## config.mk

```make
export PLATFORM = sky130hd
export DESIGN_NAME = twm_top
export DESIGN_NICKNAME = d
export VERILOG_FILES = /design/src/rtl/twm_pkg.sv /design/src/rtl/twm_top.sv
export SDC_FILE = /design/constraint.sdc
export NUM_CORES = 1
export LEC_CHECK = 0
export ABC_AREA = 1
export BUFFER_PORTS_ARGS = -buffer_cell sky130_fd_sc_hd__clkbuf_2
export CAP_MARGIN = 15
export CORE_UTILIZATION = 50
export CTS_BUF_LIST = sky130_fd_sc_hd__clkbuf_16
export DETAILED_ROUTE_END_ITERATION = 8
export PLACE_DENSITY_LB_ADDON = 0.15
export SYNTH_ARGS = -nofsm -noshare
export SYNTH_HDL_FRONTEND = slang
export SYNTH_SLANG_ARGS = --single-unit
```

## constraint.sdc

```tcl
create_clock -name clock -period 3.9 [get_ports clock]
set_input_delay 0.195 -clock clock [delete_from_list [all_inputs] [get_ports clock]]
set_output_delay 0.195 -clock clock [all_outputs]
set_load 0.02 [all_outputs]
```

## src/rtl/twm_pkg.sv

```systemverilog
// Shared constants and types for the two-wire master control block.
package twm_pkg;
   localparam int CLK_NS = 8;
   localparam int FILT_NS = 50;
   localparam int FILT_CYC = (FILT_NS + CLK_NS - 1) / CLK_NS;
   localparam logic [2:0] FILT_CNT = 3'(FILT_CYC - 1);
   localparam int TBUF_NS = 4700;
   localparam int TBUF_CYC = (TBUF_NS + CLK_NS - 1) / CLK_NS;
   localparam logic [11:0] TBUF_CNT = 12'(TBUF_CYC - 1);
   localparam int QTR_NS = 2500;
   localparam int QTR_CYC = (QTR_NS / CLK_NS < 1) ? 1 : QTR_NS / CLK_NS;
   localparam logic [11:0] QTR_CNT = 12'(QTR_CYC - 1);
   localparam logic [7:0] A_CTL = 8'h00;
   localparam logic [7:0] A_ADR = 8'h04;
   localparam logic [7:0] A_STAT = 8'h08;
   localparam logic [7:0] A_FCTL = 8'h0C;
   localparam logic [7:0] A_FSTAT = 8'h10;
   localparam logic [7:0] A_TXD = 8'h14;
   localparam logic [7:0] A_RXD = 8'h18;
   localparam int B_EN = 0;
   localparam int B_DIR = 2;
   localparam int B_STOP = 4;
   localparam int B_RS = 5;
   localparam int B_CNT = 6;
   localparam int B_SDAO = 14;
   localparam int B_SCLO = 15;
   localparam int B_ERR = 1;
   localparam int B_SDAS = 6;
   localparam int B_SCLS = 7;
   localparam int B_BUSY = 8;
   localparam int F_TXFL = 0;
   localparam int F_RXFL = 1;
   localparam int F_TXI2 = 2;
   localparam int F_RXI2 = 3;
   localparam int F_BHD = 4;
   localparam int E_LOST = 0;
   localparam int E_ANAK = 1;
   localparam int E_DNAK = 2;
   localparam int E_RERR = 3;
   localparam int E_WERR = 4;
   localparam logic [7:0] CNT_OFF = 8'hFF;
   localparam logic [7:0] CNT_RST = 8'h00;
   localparam logic [1:0] OCC_EMPTY = 2'h0;
   localparam logic [1:0] OCC_ONE = 2'h1;
   localparam logic [1:0] OCC_FULL = 2'h3;
   localparam logic [1:0] K_ADDR = 2'h0;
   localparam logic [1:0] K_TX = 2'h1;
   localparam logic [1:0] K_RX = 2'h2;
   typedef enum logic [2:0] {ST_IDLE, ST_START, ST_RSTART, ST_BIT, ST_STOP} twm_state_t;
endpackage

```

## src/rtl/twm_top.sv

```systemverilog
// Two-wire master transfer control, status and buffer control with AXI4-Lite registers.
// Overview of operation
// RULE1: Stop request ends transfer at next byte boundary.
// RULE2: Repeat start restarts when count reaches zero.
// RULE3: No restart after error; enable stays on restart.
// RULE4: Eight-bit count decrements per byte; zero ends.
// RULE5: Count all ones runs until stop request.
// RULE6: Data override pulls data line low.
// RULE7: Clock override pulls clock line low.
// RULE8: Seven-bit address sent with direction bit appended.
// RULE9: Progress bit high only during master transfer.
// RULE10: Lost arbitration aborts, sticky, write one clears.
// RULE11: Address NAK aborts, sticky, write one clears.
// RULE12: Data NAK aborts, sticky, write one clears.
// RULE13: Empty transmit buffer when needed aborts, flags.
// RULE14: Full receive buffer at byte end aborts, flags.
// RULE15: Sense bits show filtered lines, one when low.
// RULE16: Busy sets on start, clears after bus-free time.
// RULE17: Transmit flush empties buffer while set.
// RULE18: Receive flush empties buffer, looks full inside.
// RULE19: Transmit service flag threshold by length bit.
// RULE20: Receive service flag threshold by length bit.
// RULE21: Buffer accesses stall unless hang disabled.
// RULE22: Enable starts when bus idle, self clears.
// RULE23: Direction bit picks transmit or receive.
// RULE24: Occupancy codes empty, one byte, full.
// RULE25: Address shifted most significant bit first.
module twm_top (
   input wire logic clock,
   input wire logic rst_n,
   input wire logic ce,
   input wire logic [7:0] s_axi_awaddr,
   input wire logic s_axi_awvalid,
   output logic s_axi_awready,
   input wire logic [31:0] s_axi_wdata,
   input wire logic [3:0] s_axi_wstrb,
   input wire logic s_axi_wvalid,
   output logic s_axi_wready,
   output logic [1:0] s_axi_bresp,
   output logic s_axi_bvalid,
   input wire logic s_axi_bready,
   input wire logic [7:0] s_axi_araddr,
   input wire logic s_axi_arvalid,
   output logic s_axi_arready,
   output logic [31:0] s_axi_rdata,
   output logic [1:0] s_axi_rresp,
   output logic s_axi_rvalid,
   input wire logic s_axi_rready,
   input wire logic sda_i,
   output logic sda_o,
   output logic sda_oe,
   input wire logic scl_i,
   output logic scl_o,
   output logic scl_oe,
   output logic tx_service_flag,
   output logic rx_service_flag
);

   function automatic logic [31:0] wmerge(input logic [31:0] o, input logic [31:0] n,
                                          input logic [3:0] s);
      logic [31:0] r;
      r = o;
      for (int b = 0; b < 4; b++) begin
         if (s[b]) begin
            r[8*b +: 8] = n[8*b +: 8];
         end
      end
      return r;
   endfunction

   function automatic logic mapped(input logic [7:0] a);
      return a == twm_pkg::A_CTL || a == twm_pkg::A_ADR || a == twm_pkg::A_STAT ||
             a == twm_pkg::A_FCTL || a == twm_pkg::A_FSTAT || a == twm_pkg::A_TXD ||
             a == twm_pkg::A_RXD;
   endfunction

   function automatic logic [1:0] occ(input logic [1:0] c);
      return (c == 2'h0) ? twm_pkg::OCC_EMPTY :
             (c == 2'h1) ? twm_pkg::OCC_ONE : twm_pkg::OCC_FULL;
   endfunction

   ////////////////////////////////////////////////////////////////////////////////////////////
   logic [1:0] in_s1_q, in_s2_q, flt_q, flt_prev_q;
   logic [2:0] flt_cnt_q [2];
   logic sda_f, scl_f, start_det, stop_det;
   logic busy_q, tbuf_run_q;
   logic [11:0] tbuf_q;

   always_ff @(posedge clock) begin
      if (!rst_n) begin
         in_s1_q <= 2'h3;
         in_s2_q <= 2'h3;
      end else if (ce) begin
         in_s1_q <= {scl_i, sda_i};
         in_s2_q <= in_s1_q;
      end
   end

   // A level must hold for the filter time before it is believed.
   always_ff @(posedge clock) begin
      if (!rst_n) begin
         flt_q <= 2'h3;
         flt_prev_q <= 2'h3;
         flt_cnt_q[0] <= 3'h0;
         flt_cnt_q[1] <= 3'h0;
      end else if (ce) begin
         flt_prev_q <= flt_q;
         for (int i = 0; i < 2; i++) begin
            if (in_s2_q[i] == flt_q[i]) begin
               flt_cnt_q[i] <= 3'h0;
            end else if (flt_cnt_q[i] == twm_pkg::FILT_CNT) begin
               flt_q[i] <= in_s2_q[i]; // RULE15
               flt_cnt_q[i] <= 3'h0;
            end else begin
               flt_cnt_q[i] <= flt_cnt_q[i] + 3'h1;
            end
         end
      end
   end

   assign sda_f = flt_q[0];
   assign scl_f = flt_q[1];
   assign start_det = scl_f & flt_prev_q[1] & flt_prev_q[0] & ~sda_f;
   assign stop_det = scl_f & flt_prev_q[1] & ~flt_prev_q[0] & sda_f;

   always_ff @(posedge clock) begin
      if (!rst_n) begin
         busy_q <= 1'b0;
         tbuf_run_q <= 1'b0;
         tbuf_q <= 12'h000;
      end else if (ce) begin
         if (start_det) begin
            busy_q <= 1'b1; // RULE16
            tbuf_run_q <= 1'b0;
         end else if (stop_det) begin
            tbuf_run_q <= 1'b1;
            tbuf_q <= twm_pkg::TBUF_CNT;
         end else if (tbuf_run_q) begin
            if (!(sda_f && scl_f)) begin
               tbuf_q <= twm_pkg::TBUF_CNT;
            end else if (tbuf_q == 12'h000) begin
               busy_q <= 1'b0; // RULE16
               tbuf_run_q <= 1'b0;
            end else begin
               tbuf_q <= tbuf_q - 12'h001;
            end
         end
      end
   end

   ////////////////////////////////////////////////////////////////////////////////////////////
   logic aw_v_q, w_v_q, bvalid_q, ar_v_q, rvalid_q;
   logic [7:0] aw_a_q, ar_a_q;
   logic [31:0] wd_q, rdata_q, rd_mux, ctl_w;
   logic [3:0] ws_q;
   logic [1:0] bresp_q, rresp_q;
   logic wr_go, rd_go, wr_ctl, tx_push, rx_pop, hang_off;
   logic en_q, dir_q, stop_q, rs_q, sdao_q, sclo_q;
   logic [7:0] cnt_q;
   logic [6:0] tadr_q;
   logic [4:0] err_q, fctl_q;
   logic [15:0] ctl_rd;
   logic [7:0] txm_q [2];
   logic [7:0] rxm_q [2];
   logic tx_rp_q, tx_wp_q, rx_rp_q, rx_wp_q;
   logic [1:0] tx_cnt_q, rx_cnt_q;
   logic tx_empty_m, rx_full_m;
   logic evt_done_q, evt_dec_q, tx_pop_q, rx_push_q;
   logic [4:0] err_set_q;
   logic [7:0] rxb_q;
   twm_pkg::twm_state_t st_q;

   assign hang_off = fctl_q[twm_pkg::F_BHD];
   assign s_axi_awready = ~aw_v_q & ~bvalid_q;
   assign s_axi_wready = ~w_v_q & ~bvalid_q;
   assign s_axi_arready = ~ar_v_q & ~rvalid_q;
   assign s_axi_bvalid = bvalid_q;
   assign s_axi_bresp = bresp_q;
   assign s_axi_rvalid = rvalid_q;
   assign s_axi_rresp = rresp_q;
   assign s_axi_rdata = rdata_q;
   // A transmit-data write waits for a free slot, a receive-data read for a byte.
   assign wr_go = aw_v_q & w_v_q & ~bvalid_q &
                  (aw_a_q != twm_pkg::A_TXD || tx_cnt_q != 2'h2 || hang_off); // RULE21
   assign rd_go = ar_v_q & ~rvalid_q &
                  (ar_a_q != twm_pkg::A_RXD || rx_cnt_q != 2'h0 || hang_off); // RULE21
   assign wr_ctl = wr_go && aw_a_q == twm_pkg::A_CTL;
   assign tx_push = wr_go && aw_a_q == twm_pkg::A_TXD && tx_cnt_q != 2'h2;
   assign rx_pop = rd_go && ar_a_q == twm_pkg::A_RXD && rx_cnt_q != 2'h0;
   assign ctl_rd = {sclo_q, sdao_q, cnt_q, rs_q, stop_q, 1'b0, dir_q, 1'b0, en_q};
   assign ctl_w = wmerge({16'h0000, ctl_rd}, wd_q, ws_q);

   always_ff @(posedge clock) begin
      if (!rst_n) begin
         aw_v_q <= 1'b0;
         w_v_q <= 1'b0;
         bvalid_q <= 1'b0;
         ar_v_q <= 1'b0;
         rvalid_q <= 1'b0;
         aw_a_q <= 8'h00;
         ar_a_q <= 8'h00;
         wd_q <= 32'h00000000;
         ws_q <= 4'h0;
         rdata_q <= 32'h00000000;
         bresp_q <= 2'h0;
         rresp_q <= 2'h0;
      end else if (ce) begin
         if (s_axi_awvalid && s_axi_awready) begin
            aw_v_q <= 1'b1;
            aw_a_q <= s_axi_awaddr;
         end
         if (s_axi_wvalid && s_axi_wready) begin
            w_v_q <= 1'b1;
            wd_q <= s_axi_wdata;
            ws_q <= s_axi_wstrb;
         end
         if (wr_go) begin
            aw_v_q <= 1'b0;
            w_v_q <= 1'b0;
            bvalid_q <= 1'b1;
            bresp_q <= mapped(aw_a_q) ? 2'h0 : 2'h2;
         end else if (bvalid_q && s_axi_bready) begin
            bvalid_q <= 1'b0;
         end
         if (s_axi_arvalid && s_axi_arready) begin
            ar_v_q <= 1'b1;
            ar_a_q <= s_axi_araddr;
         end
         if (rd_go) begin
            ar_v_q <= 1'b0;
            rvalid_q <= 1'b1;
            rdata_q <= rd_mux;
            rresp_q <= mapped(ar_a_q) ? 2'h0 : 2'h2;
         end else if (rvalid_q && s_axi_rready) begin
            rvalid_q <= 1'b0;
         end
      end
   end

   always_comb begin
      rd_mux = 32'h00000000;
      case (ar_a_q)
         twm_pkg::A_CTL: rd_mux = {16'h0000, ctl_rd};
         twm_pkg::A_ADR: rd_mux = {25'h0000000, tadr_q};
         twm_pkg::A_STAT: rd_mux = {23'h000000, busy_q, ~scl_f, ~sda_f, err_q,
                                    st_q != twm_pkg::ST_IDLE}; // RULE9 RULE15
         twm_pkg::A_FCTL: rd_mux = {27'h0000000, fctl_q};
         twm_pkg::A_FSTAT: rd_mux = {28'h0000000, occ(rx_cnt_q), occ(tx_cnt_q)}; // RULE24
         twm_pkg::A_RXD: rd_mux = {24'h000000, rxm_q[rx_rp_q]};
         default: rd_mux = 32'h00000000;
      endcase
   end

   ////////////////////////////////////////////////////////////////////////////////////////////
   always_ff @(posedge clock) begin
      if (!rst_n) begin
         en_q <= 1'b0;
         dir_q <= 1'b0;
         stop_q <= 1'b0;
         rs_q <= 1'b0;
         sdao_q <= 1'b0;
         sclo_q <= 1'b0;
         cnt_q <= twm_pkg::CNT_RST;
      end else if (ce) begin
         if (wr_ctl) begin
            en_q <= ctl_w[twm_pkg::B_EN];
            dir_q <= ctl_w[twm_pkg::B_DIR];
            stop_q <= ctl_w[twm_pkg::B_STOP];
            rs_q <= ctl_w[twm_pkg::B_RS];
            cnt_q <= ctl_w[twm_pkg::B_CNT +: 8];
            sdao_q <= ctl_w[twm_pkg::B_SDAO];
            sclo_q <= ctl_w[twm_pkg::B_SCLO];
         end else if (evt_dec_q && cnt_q != twm_pkg::CNT_OFF && cnt_q != 8'h00) begin
            cnt_q <= cnt_q - 8'h01; // RULE4 RULE5
         end
         if (evt_done_q) begin
            en_q <= 1'b0; // RULE22
            stop_q <= 1'b0;
         end
      end
   end

   always_ff @(posedge clock) begin
      if (!rst_n) begin
         tadr_q <= 7'h00;
         fctl_q <= 5'h00;
         err_q <= 5'h00;
      end else if (ce) begin
         if (wr_go && aw_a_q == twm_pkg::A_ADR) begin
            tadr_q <= 7'(wmerge({25'h0000000, tadr_q}, wd_q, ws_q)); // RULE8
         end
         if (wr_go && aw_a_q == twm_pkg::A_FCTL) begin
            fctl_q <= 5'(wmerge({27'h0000000, fctl_q}, wd_q, ws_q));
         end
         // A new error in the clearing cycle survives the clear.
         if (wr_go && aw_a_q == twm_pkg::A_STAT && ws_q[0]) begin
            err_q <= (err_q & ~wd_q[twm_pkg::B_ERR +: 5]) | err_set_q; // RULE10 RULE11 RULE12
         end else begin
            err_q <= err_q | err_set_q; // RULE13 RULE14
         end
      end
   end

   ////////////////////////////////////////////////////////////////////////////////////////////
   assign tx_empty_m = tx_cnt_q == 2'h0 || fctl_q[twm_pkg::F_TXFL]; // RULE17
   assign rx_full_m = rx_cnt_q == 2'h2 || fctl_q[twm_pkg::F_RXFL]; // RULE18

   always_ff @(posedge clock) begin
      if (!rst_n) begin
         tx_rp_q <= 1'b0;
         tx_wp_q <= 1'b0;
         tx_cnt_q <= 2'h0;
         txm_q[0] <= 8'h00;
         txm_q[1] <= 8'h00;
      end else if (ce) begin
         if (fctl_q[twm_pkg::F_TXFL]) begin
            tx_rp_q <= 1'b0; // RULE17
            tx_wp_q <= 1'b0;
            tx_cnt_q <= 2'h0;
         end else begin
            if (tx_push) begin
               txm_q[tx_wp_q] <= wd_q[7:0];
               tx_wp_q <= ~tx_wp_q;
            end
            if (tx_pop_q) begin
               tx_rp_q <= ~tx_rp_q;
            end
            tx_cnt_q <= tx_cnt_q + {1'b0, tx_push} - {1'b0, tx_pop_q};
         end
      end
   end

   always_ff @(posedge clock) begin
      if (!rst_n) begin
         rx_rp_q <= 1'b0;
         rx_wp_q <= 1'b0;
         rx_cnt_q <= 2'h0;
         rxm_q[0] <= 8'h00;
         rxm_q[1] <= 8'h00;
      end else if (ce) begin
         if (fctl_q[twm_pkg::F_RXFL]) begin
            rx_rp_q <= 1'b0; // RULE18
            rx_wp_q <= 1'b0;
            rx_cnt_q <= 2'h0;
         end else begin
            if (rx_push_q) begin
               rxm_q[rx_wp_q] <= rxb_q;
               rx_wp_q <= ~rx_wp_q;
            end
            if (rx_pop) begin
               rx_rp_q <= ~rx_rp_q;
            end
            rx_cnt_q <= rx_cnt_q + {1'b0, rx_push_q} - {1'b0, rx_pop};
         end
      end
   end

   always_ff @(posedge clock) begin
      if (!rst_n) begin
         tx_service_flag <= 1'b0;
         rx_service_flag <= 1'b0;
      end else if (ce) begin
         tx_service_flag <= fctl_q[twm_pkg::F_TXI2] ? occ(tx_cnt_q) == twm_pkg::OCC_EMPTY :
                            occ(tx_cnt_q) != twm_pkg::OCC_FULL; // RULE19
         rx_service_flag <= fctl_q[twm_pkg::F_RXI2] ? occ(rx_cnt_q) == twm_pkg::OCC_FULL :
                            occ(rx_cnt_q) != twm_pkg::OCC_EMPTY; // RULE20
      end
   end

   ////////////////////////////////////////////////////////////////////////////////////////////
   logic [1:0] ph_q, kind_q;
   logic [11:0] qt_q;
   logic [3:0] idx_q;
   logic [7:0] sh_q;
   logic sda_low_q, scl_low_q, outbit, done;

   // In receive the last byte is answered with a NAK so the slave lets go.
   assign outbit = (kind_q == twm_pkg::K_RX) ?
                   (idx_q == 4'h8 ? (stop_q || cnt_q == 8'h01) : 1'b1) :
                   (idx_q == 4'h8 ? 1'b1 : sh_q[7]);
   assign done = cnt_q == 8'h00 || stop_q; // RULE1 RULE4 RULE5

   always_ff @(posedge clock) begin
      if (!rst_n) begin
         st_q <= twm_pkg::ST_IDLE;
         ph_q <= 2'h0;
         qt_q <= twm_pkg::QTR_CNT;
         idx_q <= 4'h0;
         sh_q <= 8'h00;
         kind_q <= twm_pkg::K_ADDR;
         sda_low_q <= 1'b0;
         scl_low_q <= 1'b0;
         evt_done_q <= 1'b0;
         evt_dec_q <= 1'b0;
         err_set_q <= 5'h00;
         tx_pop_q <= 1'b0;
         rx_push_q <= 1'b0;
         rxb_q <= 8'h00;
      end else if (ce) begin
         evt_done_q <= 1'b0;
         evt_dec_q <= 1'b0;
         err_set_q <= 5'h00;
         tx_pop_q <= 1'b0;
         rx_push_q <= 1'b0;
         if (st_q != twm_pkg::ST_IDLE && !en_q) begin
            st_q <= twm_pkg::ST_IDLE;
            sda_low_q <= 1'b0;
            scl_low_q <= 1'b0;
         end else if (st_q == twm_pkg::ST_IDLE) begin
            qt_q <= twm_pkg::QTR_CNT;
            ph_q <= 2'h0;
            if (en_q && !busy_q && sda_f && scl_f) begin
               st_q <= twm_pkg::ST_START; // RULE22
            end
         end else if (qt_q != 12'h000) begin
            qt_q <= qt_q - 12'h001;
         end else begin
            qt_q <= twm_pkg::QTR_CNT;
            ph_q <= ph_q + 2'h1;
            case (st_q)
               twm_pkg::ST_START, twm_pkg::ST_RSTART: begin
                  case (ph_q)
                     2'h0: begin
                        sda_low_q <= st_q == twm_pkg::ST_START;
                     end
                     2'h1: begin
                        scl_low_q <= st_q == twm_pkg::ST_START;
                     end
                     2'h2: begin
                        if (st_q == twm_pkg::ST_RSTART) begin
                           if (scl_f) begin
                              sda_low_q <= 1'b1; // RULE2
                           end else begin
                              ph_q <= ph_q;
                           end
                        end
                     end
                     default: begin
                        scl_low_q <= 1'b1;
                        sh_q <= {tadr_q, dir_q}; // RULE8 RULE23 RULE25
                        kind_q <= twm_pkg::K_ADDR;
                        idx_q <= 4'h0;
                        st_q <= twm_pkg::ST_BIT;
                     end
                  endcase
               end
               twm_pkg::ST_BIT: begin
                  case (ph_q)
                     2'h0: begin
                        if (idx_q == 4'h8 && kind_q == twm_pkg::K_RX && rx_full_m) begin
                           err_set_q[twm_pkg::E_WERR] <= 1'b1; // RULE14 RULE18
                           st_q <= twm_pkg::ST_STOP;
                           ph_q <= 2'h0;
                        end else begin
                           sda_low_q <= ~outbit;
                        end
                     end
                     2'h1: begin
                        scl_low_q <= 1'b0;
                     end
                     2'h2: begin
                        if (!scl_f) begin
                           ph_q <= ph_q;
                        end else if (idx_q != 4'h8) begin
                           if (kind_q == twm_pkg::K_RX) begin
                              sh_q <= {sh_q[6:0], sda_f};
                           end else if (outbit && !sda_f) begin
                              err_set_q[twm_pkg::E_LOST] <= 1'b1; // RULE10
                              evt_done_q <= 1'b1;
                              st_q <= twm_pkg::ST_IDLE;
                              sda_low_q <= 1'b0;
                              scl_low_q <= 1'b0;
                           end
                        end else if (kind_q == twm_pkg::K_RX) begin
                           rx_push_q <= 1'b1;
                           rxb_q <= sh_q;
                           evt_dec_q <= 1'b1;
                        end else if (sda_f) begin
                           err_set_q[twm_pkg::E_ANAK] <= kind_q == twm_pkg::K_ADDR; // RULE11
                           err_set_q[twm_pkg::E_DNAK] <= kind_q == twm_pkg::K_TX; // RULE12
                           st_q <= twm_pkg::ST_STOP;
                           ph_q <= 2'h0;
                        end else if (kind_q == twm_pkg::K_TX) begin
                           evt_dec_q <= 1'b1; // RULE4
                        end
                     end
                     default: begin
                        scl_low_q <= 1'b1;
                        idx_q <= 4'h0;
                        if (idx_q != 4'h8) begin
                           idx_q <= idx_q + 4'h1;
                           if (kind_q != twm_pkg::K_RX) begin
                              sh_q <= {sh_q[6:0], 1'b0}; // RULE25
                           end
                        end else if (done) begin
                           // Error paths never reach here, so a restart follows only clean ends.
                           st_q <= rs_q ? twm_pkg::ST_RSTART : twm_pkg::ST_STOP; // RULE2 RULE3
                        end else if (kind_q == twm_pkg::K_RX || dir_q) begin
                           kind_q <= twm_pkg::K_RX; // RULE23
                        end else if (tx_empty_m) begin
                           err_set_q[twm_pkg::E_RERR] <= 1'b1; // RULE13 RULE17
                           st_q <= twm_pkg::ST_STOP;
                        end else begin
                           sh_q <= txm_q[tx_rp_q];
                           tx_pop_q <= 1'b1;
                           kind_q <= twm_pkg::K_TX;
                        end
                     end
                  endcase
               end
               twm_pkg::ST_STOP: begin
                  case (ph_q)
                     2'h0: scl_low_q <= 1'b1;
                     2'h1: sda_low_q <= 1'b1;
                     2'h2: scl_low_q <= 1'b0;
                     default: begin
                        if (scl_f) begin
                           sda_low_q <= 1'b0;
                           evt_done_q <= 1'b1; // RULE22
                           st_q <= twm_pkg::ST_IDLE;
                        end else begin
                           ph_q <= ph_q;
                        end
                     end
                  endcase
               end
               default: st_q <= twm_pkg::ST_IDLE;
            endcase
         end
      end
   end

   assign sda_o = 1'b0;
   assign scl_o = 1'b0;
   assign sda_oe = sda_low_q | sdao_q; // RULE6
   assign scl_oe = scl_low_q | sclo_q; // RULE7

endmodule
```

==> impl_metrics.csv, run 1 <==
group,metric,value,unit
outcome,run_status,"finished, final reports clean",
drt,initialDrtViolationCount,755,
clock_network,clock_transition_at_the_registers_of_the_reported_paths,0.06,ns
die,initial_utilization,51.2,%
placed_design,post-dp-hpwl,19800,um
synthesis,synthDominantCellAreaShare,33.1,%
synthesis,synthesis.area_per_instance,7.34,um^2
flow_run,drv_cap,0,
die,core-area,0.0203,mm^2
pwr,total_power,0.00523,W
synthesis,synth.distinct_cells,51,
layout,layoutNonFillerInstCount,1800,
synthesis,netlist_top_cells_area,"sky130_fd_sc_hd__dfxtp_1 33%, sky130_fd_sc_hd__edfxtp_1 11%, sky130_fd_sc_hd__nand2_1 9.3%",
pwr,vdd_ir_drop_max,0.342,mV
placed_design,placed_cells,1720,
timing,relSlewSlack,30.1,%
setup_path,startpoint_type,"flop",
die,die_area,0.0214,mm^2
timing,final.setup_skew,0.00846,ns
setup_path,critPathCaptureType,"flop",
worst_hold_path,hp-class,"in2reg",
worst_hold_path,whs_path_depth,3,
drt,wire_per_inst,15.5,um
synthesis,share_of_flip_flops_with_an_asynchronous_set_or_reset_after_synthesis,0,%
timing,tightestPinTransition,1.05,ns
die,fp_rows,52,
synthesis,post_synthesis_register_bit_count,210,
timing,final_critical_path_setup_slack,1.46,ns
clock_network,cts-root-to-sink-buffers,3,
timing,rsz0062_at_grt,"no",
setup_path,cp_data_arrival_time,2.86,ns
clock_network,cts_tree,"done",
pwr,power.density_cell_area,437,mW/mm^2
global_route,track_usage,26.0,%
drt,drtAntennaViolNets,0,
placed_design,placement.io_buffers,70,
clock_network,numCtsBuffers,24,
global_route,number_of_antenna_violations_at_the_first_check_in_global_routing,0,
timing,final_period_minus_worst_setup_slack,2.44,ns
drt,finalWirelength,27900,um
synthesis,sequential_fraction_of_the_synthesis_area,44.1,%
setup_path,critical_path_peak_fanout,14,
synthesis,count_of_mapped_cells_out_of_synthesis,1416,
die,ioPinCount,109,
global_route,grt_max_degree,100,
drt,drt_pass1_iterations,5,
synthesis,synth_enable_flop_cells,38,
clock_network,clkSinkCount,210,
global_route,grt_overflow,0,
layout,final_net_count,1595,
placed_design,dp_worst_setup_slack,1.50,ns
layout,final_layout_size_suffix_gt1_share,9.61,%
drt,drc,0,
drt,vias_per_cell,5.27,
global_route,wire_length_of_the_first_global_routing_pass,44800,um
timing,report.final.setup_viol,0,
die,die-height,146,um
timing,finalCritPeriodShare,62.5,%
synthesis,ys_dominant_reg_cell,"sky130_fd_sc_hd__dfxtp_1",
timing,aggregate_negative_setup_slack,0,ns
synthesis,synth.cell_area,0.0104,mm^2
timing,fmax,0.410,GHz
synthesis,synth.top_cells.by_count,"258 x sky130_fd_sc_hd__nand2_1, 229 x sky130_fd_sc_hd__nor2_1, 172 x sky130_fd_sc_hd__dfxtp_1",
synthesis,yosysWarningCount,0,
setup_path,timing.setup.critical_path_class,"reg2reg",
layout,area_growth,15.2,%
drt,total_number_of_vias,9490,
pwr,static_power_due_to_leakage,5.08,nW
synthesis,library_cell_with_the_largest_summed_area_after_synthesis,"sky130_fd_sc_hd__dfxtp_1",
timing,hold-worst-slack,0.0313,ns
layout,nFillCells,1927,
setup_path,worst_r2r_path_depth,12,
layout,final_antenna_diode_count,0,
timing,final_max_slew_viol_count,0,
clock_network,cts_root_cell,"sky130_fd_sc_hd__clkbuf_16",
clock_network,htree_num_levels,1,
synthesis,count_leader_synth,"sky130_fd_sc_hd__nand2_1",
die,die_width,146,um
global_route,grt_pass1_vias,8896,
placed_design,place.gp.congestion,0.910,
timing,timing_hold_violations_final,0,
clock_network,clk_latency,0.53,ns
setup_path,timing.critical_path.required,4.32,ns
[critical path, cell delays in order, from the launching register on]
cell                       delay (ns)
sky130_fd_sc_hd__dfxtp_1         0.43
sky130_fd_sc_hd__inv_1           0.13
sky130_fd_sc_hd__ha_1            0.34
sky130_fd_sc_hd__inv_1           0.27
sky130_fd_sc_hd__nand2_1         0.22
sky130_fd_sc_hd__inv_1           0.31
sky130_fd_sc_hd__o21ai_0         0.17
sky130_fd_sc_hd__o211ai_1        0.10
sky130_fd_sc_hd__o21ai_0         0.12
sky130_fd_sc_hd__inv_1           0.08
sky130_fd_sc_hd__nand2_1         0.05
sky130_fd_sc_hd__nand2_1         0.07
sky130_fd_sc_hd__nor2_1          0.04
[area by class of cell]
type,instances,area [um^2],area share (%)
Clock inverter,18,115,0.962
Inverter,171,644,5.38
Multi-Input combinational cell,995,4910,41.0
Tap cell,270,338,2.82
Clock buffer,25,626,5.23
Sequential cell,210,4580,38.3
Timing Repair Buffer,111,751,6.27
[placed cells by master, fill, tap and decap left out, drive strengths merged, types with 2 or more instances in the layout]
master,Yosys,routed
buf,36,5
o311ai,2,2
o22ai,13,13
clkbuf,23,94
o31ai,7,7
o211a,2,2
conb,1,20
nor3b,3,3
a21oi,91,91
inv,170,175
nand3,79,79
ha,20,20
a22oi,4,4
clkinv,1,12
nand2,267,267
edfxtp,38,38
dfxtp,172,172
nor2,241,241
xnor2,9,9
nor4,4,4
a31oi,7,7
nand4,19,19
o211ai,15,15
a211oi,13,13
or2,6,6
dlygate4sd3,0,37
xor2,11,11
and3,2,2
nor3,24,24
o32ai,5,5
nand3b,3,3
o21ai,123,123
[repair_timing]
item                                   4_1_cts  5_1_grt
endpoints found under the hold margin       37        0
resized for setup                            0        0
buffers inserted                             0        0
hold buffers                                37        0
[path summary, 6_finish.rpt]
kind	slack [ns]	end	from
min	0.03	wd_q[4]	s_axi_wdata[4]
max reg2reg	1.46	sh_q[7]	ph_q[0]
max	1.46	sh_q[7]	ph_q[0]
min reg2reg	0.45	ar_a_q[6]	ar_a_q[6]
[metal layers]
layer	vias up	track usage [%]	wire [um]
li1	4838	-	-
met1	4341	33.4	12500
met2	256	43.2	13000
met3	55	4.56	1580
met4	0	10.9	897
met5	-	0	0
[logic make-up after synthesis]
logic type | Yosys count | synth area share [%]
other | 1 | 0.0361
xor gates and xnor gates | 20 | 1.69
buffers and inverters | 230 | 9.32
and+or+nand+nor | 648 | 26.8
DFF | 210 | 44.1
AOI/OAI and AO/OA | 287 | 15.6
adders and majority gates | 20 | 2.41
[sequential cells by signal, summed over array words and instances, names as in the netlist, 5 cells and up, named ones only]
| register | count |
|---|---|
| ar_a_q | 8 |
| aw_a_q | 8 |
| cnt_q | 8 |
| err_q | 5 |
| err_set_q | 5 |
| fctl_q | 5 |
| flt_cnt_q | 6 |
| qt_q | 12 |
| rxb_q | 8 |
| rxm_q | 16 |
| s_axi_rdata | 16 |
| sh_q | 8 |
| tadr_q | 7 |
| tbuf_q | 12 |
| txm_q | 16 |
| wd_q | 16 |
[per-stage QoR]
stage	utilization, %	instance area, um^2
floorplan	-	10500
global placement	53.5	10900
detailed placement	53.5	10900
global route	59.0	12000
finish	59.0	12000
CTS	59.0	12000
[power breakdown]
part | switching, W | leakage [nW] | internal, W
clock | 0.000902 | 0.381 | 0.00122
combinational | 0.000528 | 2.91 | 0.000235
sequential | 0.0000637 | 1.79 | 0.00228
total | 0.00149 | 5.08 | 0.00374
(Power assumes the default switching activity.)
==> run 2, diff against run 1 <==
--- a/config.mk
+++ b/config.mk
@@ -5,7 +5,7 @@
 export SDC_FILE = /design/constraint.sdc
 export NUM_CORES = 1
 export LEC_CHECK = 0
-export ABC_AREA = 1
+export ABC_AREA = 0
 export BUFFER_PORTS_ARGS = -buffer_cell sky130_fd_sc_hd__clkbuf_2
 export CAP_MARGIN = 15
 export CORE_UTILIZATION = 50
==> constraint.sdc (replaced) <==
create_clock -name clock -period 2.4 [get_ports clock]
set_input_delay 0.12 -clock clock [delete_from_list [all_inputs] [get_ports clock]]
set_output_delay 0.12 -clock clock [all_outputs]
set_load 0.02 [all_outputs]
==> impl_metrics.csv, run 2 <==
group,metric,value,unit
outcome,run_status,"finished, final reports clean",
drt,initialDrtViolationCount,652,
timing,report.final.setup_viol,0,
drt,drt_pass1_iterations,5,
setup_path,timing.setup.critical_path_class,"reg2reg",
timing,final_max_slew_viol_count,0,
clock_network,clkSinkCount,210,
synthesis,synth-simple-area-share,24.2,%
clock_network,htree_num_levels,1,
synthesis,share_of_flip_flops_with_an_asynchronous_set_or_reset_after_synthesis,0,%
synthesis,yosys.area_share.xor_xnor,2.01,%
clock_network,numCtsBuffers,25,
layout,fin_area,0.0128,mm^2
worst_hold_path,worstHoldEndpoint,"ar_a_q[5]",
synthesis,synth.top_cells.by_count,"172 x sky130_fd_sc_hd__dfxtp_1, 160 x sky130_fd_sc_hd__nand2_1, 117 x sky130_fd_sc_hd__nor2_1",
timing,relSlewSlack,58.5,%
setup_path,cp_data_arrival_time,2.72,ns
pwr,power_frac_clock,46.8,%
timing,final_period_minus_worst_setup_slack,2.32,ns
clock_network,clock_transition_at_the_registers_of_the_reported_paths,0.06,ns
die,ioPinCount,109,
die,die_width,147,um
setup_path,worst_r2r_endpoint,"rxb_q[7]",
global_route,grt_overflow,0,
synthesis,synth.cell_area,0.0104,mm^2
synthesis,synthDominantCellAreaShare,33.0,%
placed_design,placement.io_buffers,70,
die,die-height,147,um
layout,final_net_count,1441,
drt,vias_per_cell,5.69,
synthesis,synth.distinct_cells,77,
placed_design,post-dp-hpwl,19900,um
drt,wire_per_inst,17.2,um
synthesis,count_of_mapped_cells_out_of_synthesis,1210,
drt,total_number_of_vias,9364,
die,fp_rows,52,
layout,final_antenna_diode_count,0,
global_route,number_of_antenna_violations_at_the_first_check_in_global_routing,0,
layout,final_layout_size_suffix_gt1_share,17.6,%
pwr,vdd_ir_drop_max,0.476,mV
timing,aggregate_negative_setup_slack,0,ns
synthesis,synth_mux_area_share,5.68,%
placed_design,place.gp.congestion,0.908,
setup_path,startpoint_type,"flop",
pwr,static_power_due_to_leakage,4.99,nW
drt,finalWirelength,28400,um
synthesis,ys_dominant_reg_cell,"sky130_fd_sc_hd__dfxtp_1",
layout,area_growth,22.6,%
layout,layoutNonFillerInstCount,1647,
timing,tightestPinTransition,0.623,ns
synthesis,yosysWarningCount,0,
worst_hold_path,whs_path_depth,4,
synthesis,count_leader_synth,"sky130_fd_sc_hd__dfxtp_1",
pwr,cellInternalPower,0.00626,W
setup_path,reg2reg_slack,0.08,ns
synthesis,library_cell_with_the_largest_summed_area_after_synthesis,"sky130_fd_sc_hd__dfxtp_1",
synthesis,combinational_family_with_the_most_area_after_synthesis,"simple AND/OR/NAND/NOR gates",
pwr,power.density_cell_area,642,mW/mm^2
synthesis,synthesis.area_per_instance,8.64,um^2
pwr,switching_share,23.9,%
die,die_area,0.0215,mm^2
synthesis,netlist_top_cells_area,"sky130_fd_sc_hd__dfxtp_1 33%, sky130_fd_sc_hd__edfxtp_1 11%, sky130_fd_sc_hd__nand2_1 5.7%",
synthesis,synth_enable_flop_cells,38,
clock_network,cts-root-to-sink-buffers,3,
global_route,wire_length_of_the_first_global_routing_pass,45700,um
global_route,grt_max_degree,62,
layout,nFillCells,1737,
setup_path,rr_startpoint,"qt_q[0]",
placed_design,placed_cells,1554,
setup_path,critPathCaptureType,"flop",
timing,rsz0062_at_grt,"yes",
pwr,netSwitchingPower,0.00196,W
setup_path,worst_r2r_path_depth,9,
global_route,grt_pass1_vias,8692,
synthesis,post_synthesis_register_bit_count,210,
layout,mostFrequentLayoutCells,"169 x sky130_fd_sc_hd__dfxtp_1, 159 x sky130_fd_sc_hd__nand2_1, 117 x sky130_fd_sc_hd__nor2_1",
die,core-area,0.0204,mm^2
drt,drc,0,
synthesis,sequential_fraction_of_the_synthesis_area,43.9,%
timing,finalCritPeriodShare,96.8,%
setup_path,timing.critical_path.required,2.80,ns
pwr,share_comb_of_total_power,7.7,%
synthesis,synthAdderAreaFrac,2.39,%
timing,timing_hold_violations_final,0,
pwr,power_frac_seq,45.5,%
global_route,track_usage,26.4,%
timing,hold-worst-slack,0.134,ns
timing,fmax,0.430,GHz
flow_run,drv_cap,0,
layout,final_common_cell,"sky130_fd_sc_hd__dfxtp_1",
pwr,total_power,0.00822,W
synthesis,synth_compound_area_share,16.2,%
clock_network,clk_latency,0.54,ns
placed_design,postPlaceCellArea,0.0114,mm^2
timing,final.setup_skew,0.0231,ns
clock_network,cts_root_cell,"sky130_fd_sc_hd__clkbuf_16",
worst_hold_path,hp-class,"in2reg",
drt,drtAntennaViolNets,0,
die,initial_utilization,51.3,%
worst_hold_path,holdCritStartpoint,"s_axi_arvalid",
clock_network,cts_tree,"done",
setup_path,critical_path_peak_fanout,5,
## run 2: cell count changes in the layout (fill, tap and decap cells not counted), moves of 14 or more
cell and delta:
sky130_fd_sc_hd__buf_4 +81, sky130_fd_sc_hd__and2_1 +33, sky130_fd_sc_hd__inv_1 -131, sky130_fd_sc_hd__mux2i_1 +56
sky130_fd_sc_hd__o21ai_0 -91, sky130_fd_sc_hd__and3_1 +14, sky130_fd_sc_hd__nor2_1 -112, sky130_fd_sc_hd__nand2_1 -99
sky130_fd_sc_hd__nand3_1 -42
## run 2: worst max-delay path by stage
stage               from     endpoint  slack (ns)
4_1_cts          qt_q[0]     rxb_q[6]        0.03
5_1_grt        ar_a_q[7]  rx_cnt_q[1]       -0.08
3_5_place_dp     qt_q[0]     rxb_q[7]       -0.07
2_1_floorplan  aw_a_q[1]  txm_q[1][0]       -0.04
3_3_place_gp     qt_q[0]     rxb_q[3]     -0.0003
6_report         qt_q[0]     rxb_q[7]        0.08
## run 2: critical path, stage by stage (launching register included)
cell                      delay, ns
sky130_fd_sc_hd__dfxtp_4       0.36
sky130_fd_sc_hd__inv_4         0.06
sky130_fd_sc_hd__ha_4          0.12
sky130_fd_sc_hd__or4b_4        0.48
sky130_fd_sc_hd__or3_4         0.45
sky130_fd_sc_hd__nor4_4        0.14
sky130_fd_sc_hd__buf_4         0.18
sky130_fd_sc_hd__buf_8         0.13
sky130_fd_sc_hd__mux2i_2       0.22
sky130_fd_sc_hd__nor2_1        0.06
## run 2: power groups by stage
stage | logic (W) | registers (W) | clock network, W
after floorplan | 0.000395 | 0.00380 | 0
after global placement | 0.000564 | 0.00381 | 0
final | 0.000635 | 0.00374 | 0.00385
after global routing | 0.000697 | 0.00375 | 0.00407
after CTS | 0.000623 | 0.00374 | 0.00390
after detailed placement | 0.000571 | 0.00382 | 0
## run 2: timing repair
item	4_1_cts	5_1_grt
setup endpoints to repair	8	56
gates resized for setup	4	28
setup buffers	1	7
hold buffers	39	0
gates cloned	1	0
pin swaps	1	9
endpoints found under the hold margin	40	0
## run 2: layout make-up
type                       count  area [um^2]  area share [%]
multi-input combinational    890         5490            42.8
sequential                   210         4590            35.8
timing repair buffer         197         1420            11.1
clock buffer                  25          626            4.88
tap                          270          338            2.64
clock inverter                20          213            1.66
inverter                      35          135            1.05
## run 2: stage by stage
| step | util (%) | setup slack, ns |
|---|---|---|
| 6_report | 62.9 | 0.0765 |
| 3_3_place_gp | 55.9 | -0.000256 |
| 5_1_grt | 62.9 | -0.0841 |
| 4_1_cts | 62.0 | 0.0274 |
| 3_5_place_dp | 55.9 | -0.0736 |
| 2_1_floorplan | - | -0.0428 |
## run 2: kinds of logic (layout without fill, tap and decap cells)
kind of cell / count (synthesis) / in the layout
AND/OR/NAND/NOR: 511 / 511
AO/OA/AOI/OAI: 256 / 256
flip-flops: 210 / 210
buffers and inverters: 129 / 277
multiplexers: 59 / 59
XOR/XNOR: 24 / 24
adder cells (fa/ha/maj): 20 / 20
other: 1 / 20
## run 2: metal layers
layer  share of wire, %  GRT usage, %  vias up
met1                 45          36.3     4367
met3                6.9          4.09       38
met2                 46          42.8      363
met4                1.6          7.40        0
met5                  0             0        -
li1                   -             -     4596
==> run 3, diff against run 2 <==
--- a/config.mk
+++ b/config.mk
@@ -8,7 +8,7 @@
 export ABC_AREA = 0
 export BUFFER_PORTS_ARGS = -buffer_cell sky130_fd_sc_hd__clkbuf_2
 export CAP_MARGIN = 15
-export CORE_UTILIZATION = 50
+export CORE_UTILIZATION = 59
 export CTS_BUF_LIST = sky130_fd_sc_hd__clkbuf_16
 export DETAILED_ROUTE_END_ITERATION = 8
 export PLACE_DENSITY_LB_ADDON = 0.15
==> impl_metrics.csv, run 3 (synthesis results as in run 2) <==
group,metric,value,unit
drt,drc,0,
outcome,run_status,"finished, final reports clean",
clock_network,cts-root-to-sink-buffers,3,
global_route,number_of_antenna_violations_at_the_first_check_in_global_routing,0,
setup_path,worst_r2r_endpoint,"rxb_q[3]",
die,die-height,135,um
layout,final_antenna_diode_count,0,
layout,final_net_count,1435,
die,die_area,0.0182,mm^2
layout,final_common_cell,"sky130_fd_sc_hd__dfxtp_1",
placed_design,place.gp.congestion,0.939,
drt,initialDrtViolationCount,748,
setup_path,rr_startpoint,"qt_q[1]",
drt,wire_per_inst,17.4,um
die,core-area,0.0173,mm^2
pwr,power.density_cell_area,653,mW/mm^2
clock_network,cts_tree,"done",
layout,area_growth,22.3,%
clock_network,clkSinkCount,210,
layout,fin_area,0.0128,mm^2
global_route,grt_overflow,0,
global_route,track_usage,30.4,%
timing,timing_hold_violations_final,0,
flow_run,drv_cap,0,
clock_network,clk_latency,0.53,ns
timing,report.final.setup_viol,0,
layout,mostFrequentLayoutCells,"166 x sky130_fd_sc_hd__dfxtp_1, 160 x sky130_fd_sc_hd__nand2_1, 116 x sky130_fd_sc_hd__nor2_1",
setup_path,reg2reg_slack,0.02,ns
setup_path,cp_data_arrival_time,2.79,ns
timing,final.setup_skew,0.0230,ns
die,initial_utilization,60.4,%
setup_path,worst_r2r_path_depth,9,
timing,finalCritPeriodShare,99.1,%
die,die_width,135,um
setup_path,critical_path_peak_fanout,5,
timing,rsz0062_at_grt,"yes",
pwr,total_power,0.00835,W
pwr,vdd_ir_drop_max,0.525,mV
timing,final_max_slew_viol_count,0,
layout,final_layout_size_suffix_gt1_share,18.0,%
drt,drt_pass1_iterations,6,
clock_network,clock_transition_at_the_registers_of_the_reported_paths,0.06,ns
layout,post-route-util,73.9,%
die,fp_rows,48,
layout,layoutNonFillerInstCount,1595,
clock_network,numCtsBuffers,23,
setup_path,worstSetupEndpoint,"rxb_q[3]",
worst_hold_path,hp-class,"in2reg",
timing,tightestPinTransition,0.555,ns
drt,vias_per_cell,5.90,
setup_path,crit_start,"qt_q[1]",
timing,hold-worst-slack,0.0793,ns
setup_path,timing.critical_path.required,2.82,ns
setup_path,critPathCaptureType,"flop",
placed_design,placed_cells,1504,
drt,total_number_of_vias,9414,
worst_hold_path,whs_path_depth,3,
timing,fmax,0.420,GHz
global_route,grt_pass1_vias,8998,
timing,final_period_minus_worst_setup_slack,2.38,ns
placed_design,placement.io_buffers,70,
clock_network,cts_root_cell,"sky130_fd_sc_hd__clkbuf_16",
timing,relSlewSlack,62.1,%
global_route,wire_length_of_the_first_global_routing_pass,44400,um
clock_network,htree_num_levels,1,
placed_design,postPlaceCellArea,0.0113,mm^2
drt,drtAntennaViolNets,0,
setup_path,timing.setup.critical_path_class,"reg2reg",
layout,nFillCells,1281,
drt,finalWirelength,27700,um
die,ioPinCount,109,
pwr,static_power_due_to_leakage,5.00,nW
global_route,grt_max_degree,69,
setup_path,startpoint_type,"flop",
placed_design,post-dp-hpwl,19100,um
==> run 3: changes by cell type in the layout (fill, tap and decap cells not counted), moves of 2 or more <==
cell and delta:
sky130_fd_sc_hd__a22oi_1 -2, sky130_fd_sc_hd__a22oi_2 +2, sky130_fd_sc_hd__buf_4 -4, sky130_fd_sc_hd__buf_6 +2, sky130_fd_sc_hd__bufinv_16 +2, sky130_fd_sc_hd__dfxtp_1 -3, sky130_fd_sc_hd__dfxtp_2 +4, sky130_fd_sc_hd__inv_1 -3
==> run 3: metal layers <==
| metal | share of wire [%] | vias to the layer above | global-route usage, % |
|---|---|---|---|
| met2 | 46 | 353 | 48.5 |
| met1 | 44 | 4426 | 39.9 |
| met5 | 0 | - | 0 |
| li1 | - | 4575 | - |
| met4 | 2.7 | 0 | 12.2 |
| met3 | 7.5 | 60 | 6.72 |
==> run 3: layout make-up <==
| class | instances | area [um^2] | share of cell area [%] |
|---|---|---|---|
| repair buffers | 193 | 1400 | 10.9 |
| clock buffers | 24 | 601 | 4.70 |
| clock inverters | 18 | 265 | 2.08 |
| flip-flops and latches | 210 | 4590 | 35.9 |
| well taps | 225 | 282 | 2.20 |
| multi-input cells | 890 | 5510 | 43.1 |
| inverters | 35 | 133 | 1.04 |
==> run 3: what timing repair did <==
item / 4_1_cts / 5_1_grt
hold buffers: 38 / 0
buffers inserted: 0 / 10
endpoints found under the setup margin: 15 / 66
pin swaps: 0 / 14
endpoints found under the hold margin: 38 / 0
resized for setup: 3 / 37
cloned: 0 / 1
==> run 3: where the power goes <==
group	switching, W	internal (W)	total (W)
clock	0.00149	0.00249	0.00398
sequential	0.0000732	0.00367	0.00374
combinational	0.000377	0.000254	0.000632
total	0.00194	0.00641	0.00835
==> run 3: metrics by stage <==
stage,setup slack [ns],TNS [ns]
6_report,0.0208,0
5_1_grt,-0.141,-0.977
4_1_cts,0.000961,0
3_5_place_dp,0.00880,0
3_3_place_gp,0.0588,0
2_1_floorplan,-0.0428,-0.685
==> run 3: critical path: stages (launching register included) <==
cell and delay, ns:
sky130_fd_sc_hd__dfxtp_2 0.33, sky130_fd_sc_hd__inv_2 0.08, sky130_fd_sc_hd__ha_4 0.11, sky130_fd_sc_hd__or4b_4 0.47
sky130_fd_sc_hd__or3_4 0.45, sky130_fd_sc_hd__nor4_4 0.27, sky130_fd_sc_hd__buf_4 0.19, sky130_fd_sc_hd__buf_8 0.13
sky130_fd_sc_hd__mux2i_1 0.18, sky130_fd_sc_hd__nor2_1 0.06
==> run 3: how the worst min path moves through the flow <==
stage,slack (ns),from,end
6_report,0.08,rst_n,st_q[2]
5_1_grt,0.08,rst_n,st_q[2]
4_1_cts,0.06,rst_n,st_q[2]
3_5_place_dp,0.35,sda_i,in_s1_q[0]
3_3_place_gp,0.34,sda_i,in_s1_q[0]
2_1_floorplan,0.25,sda_i,in_s1_q[0]
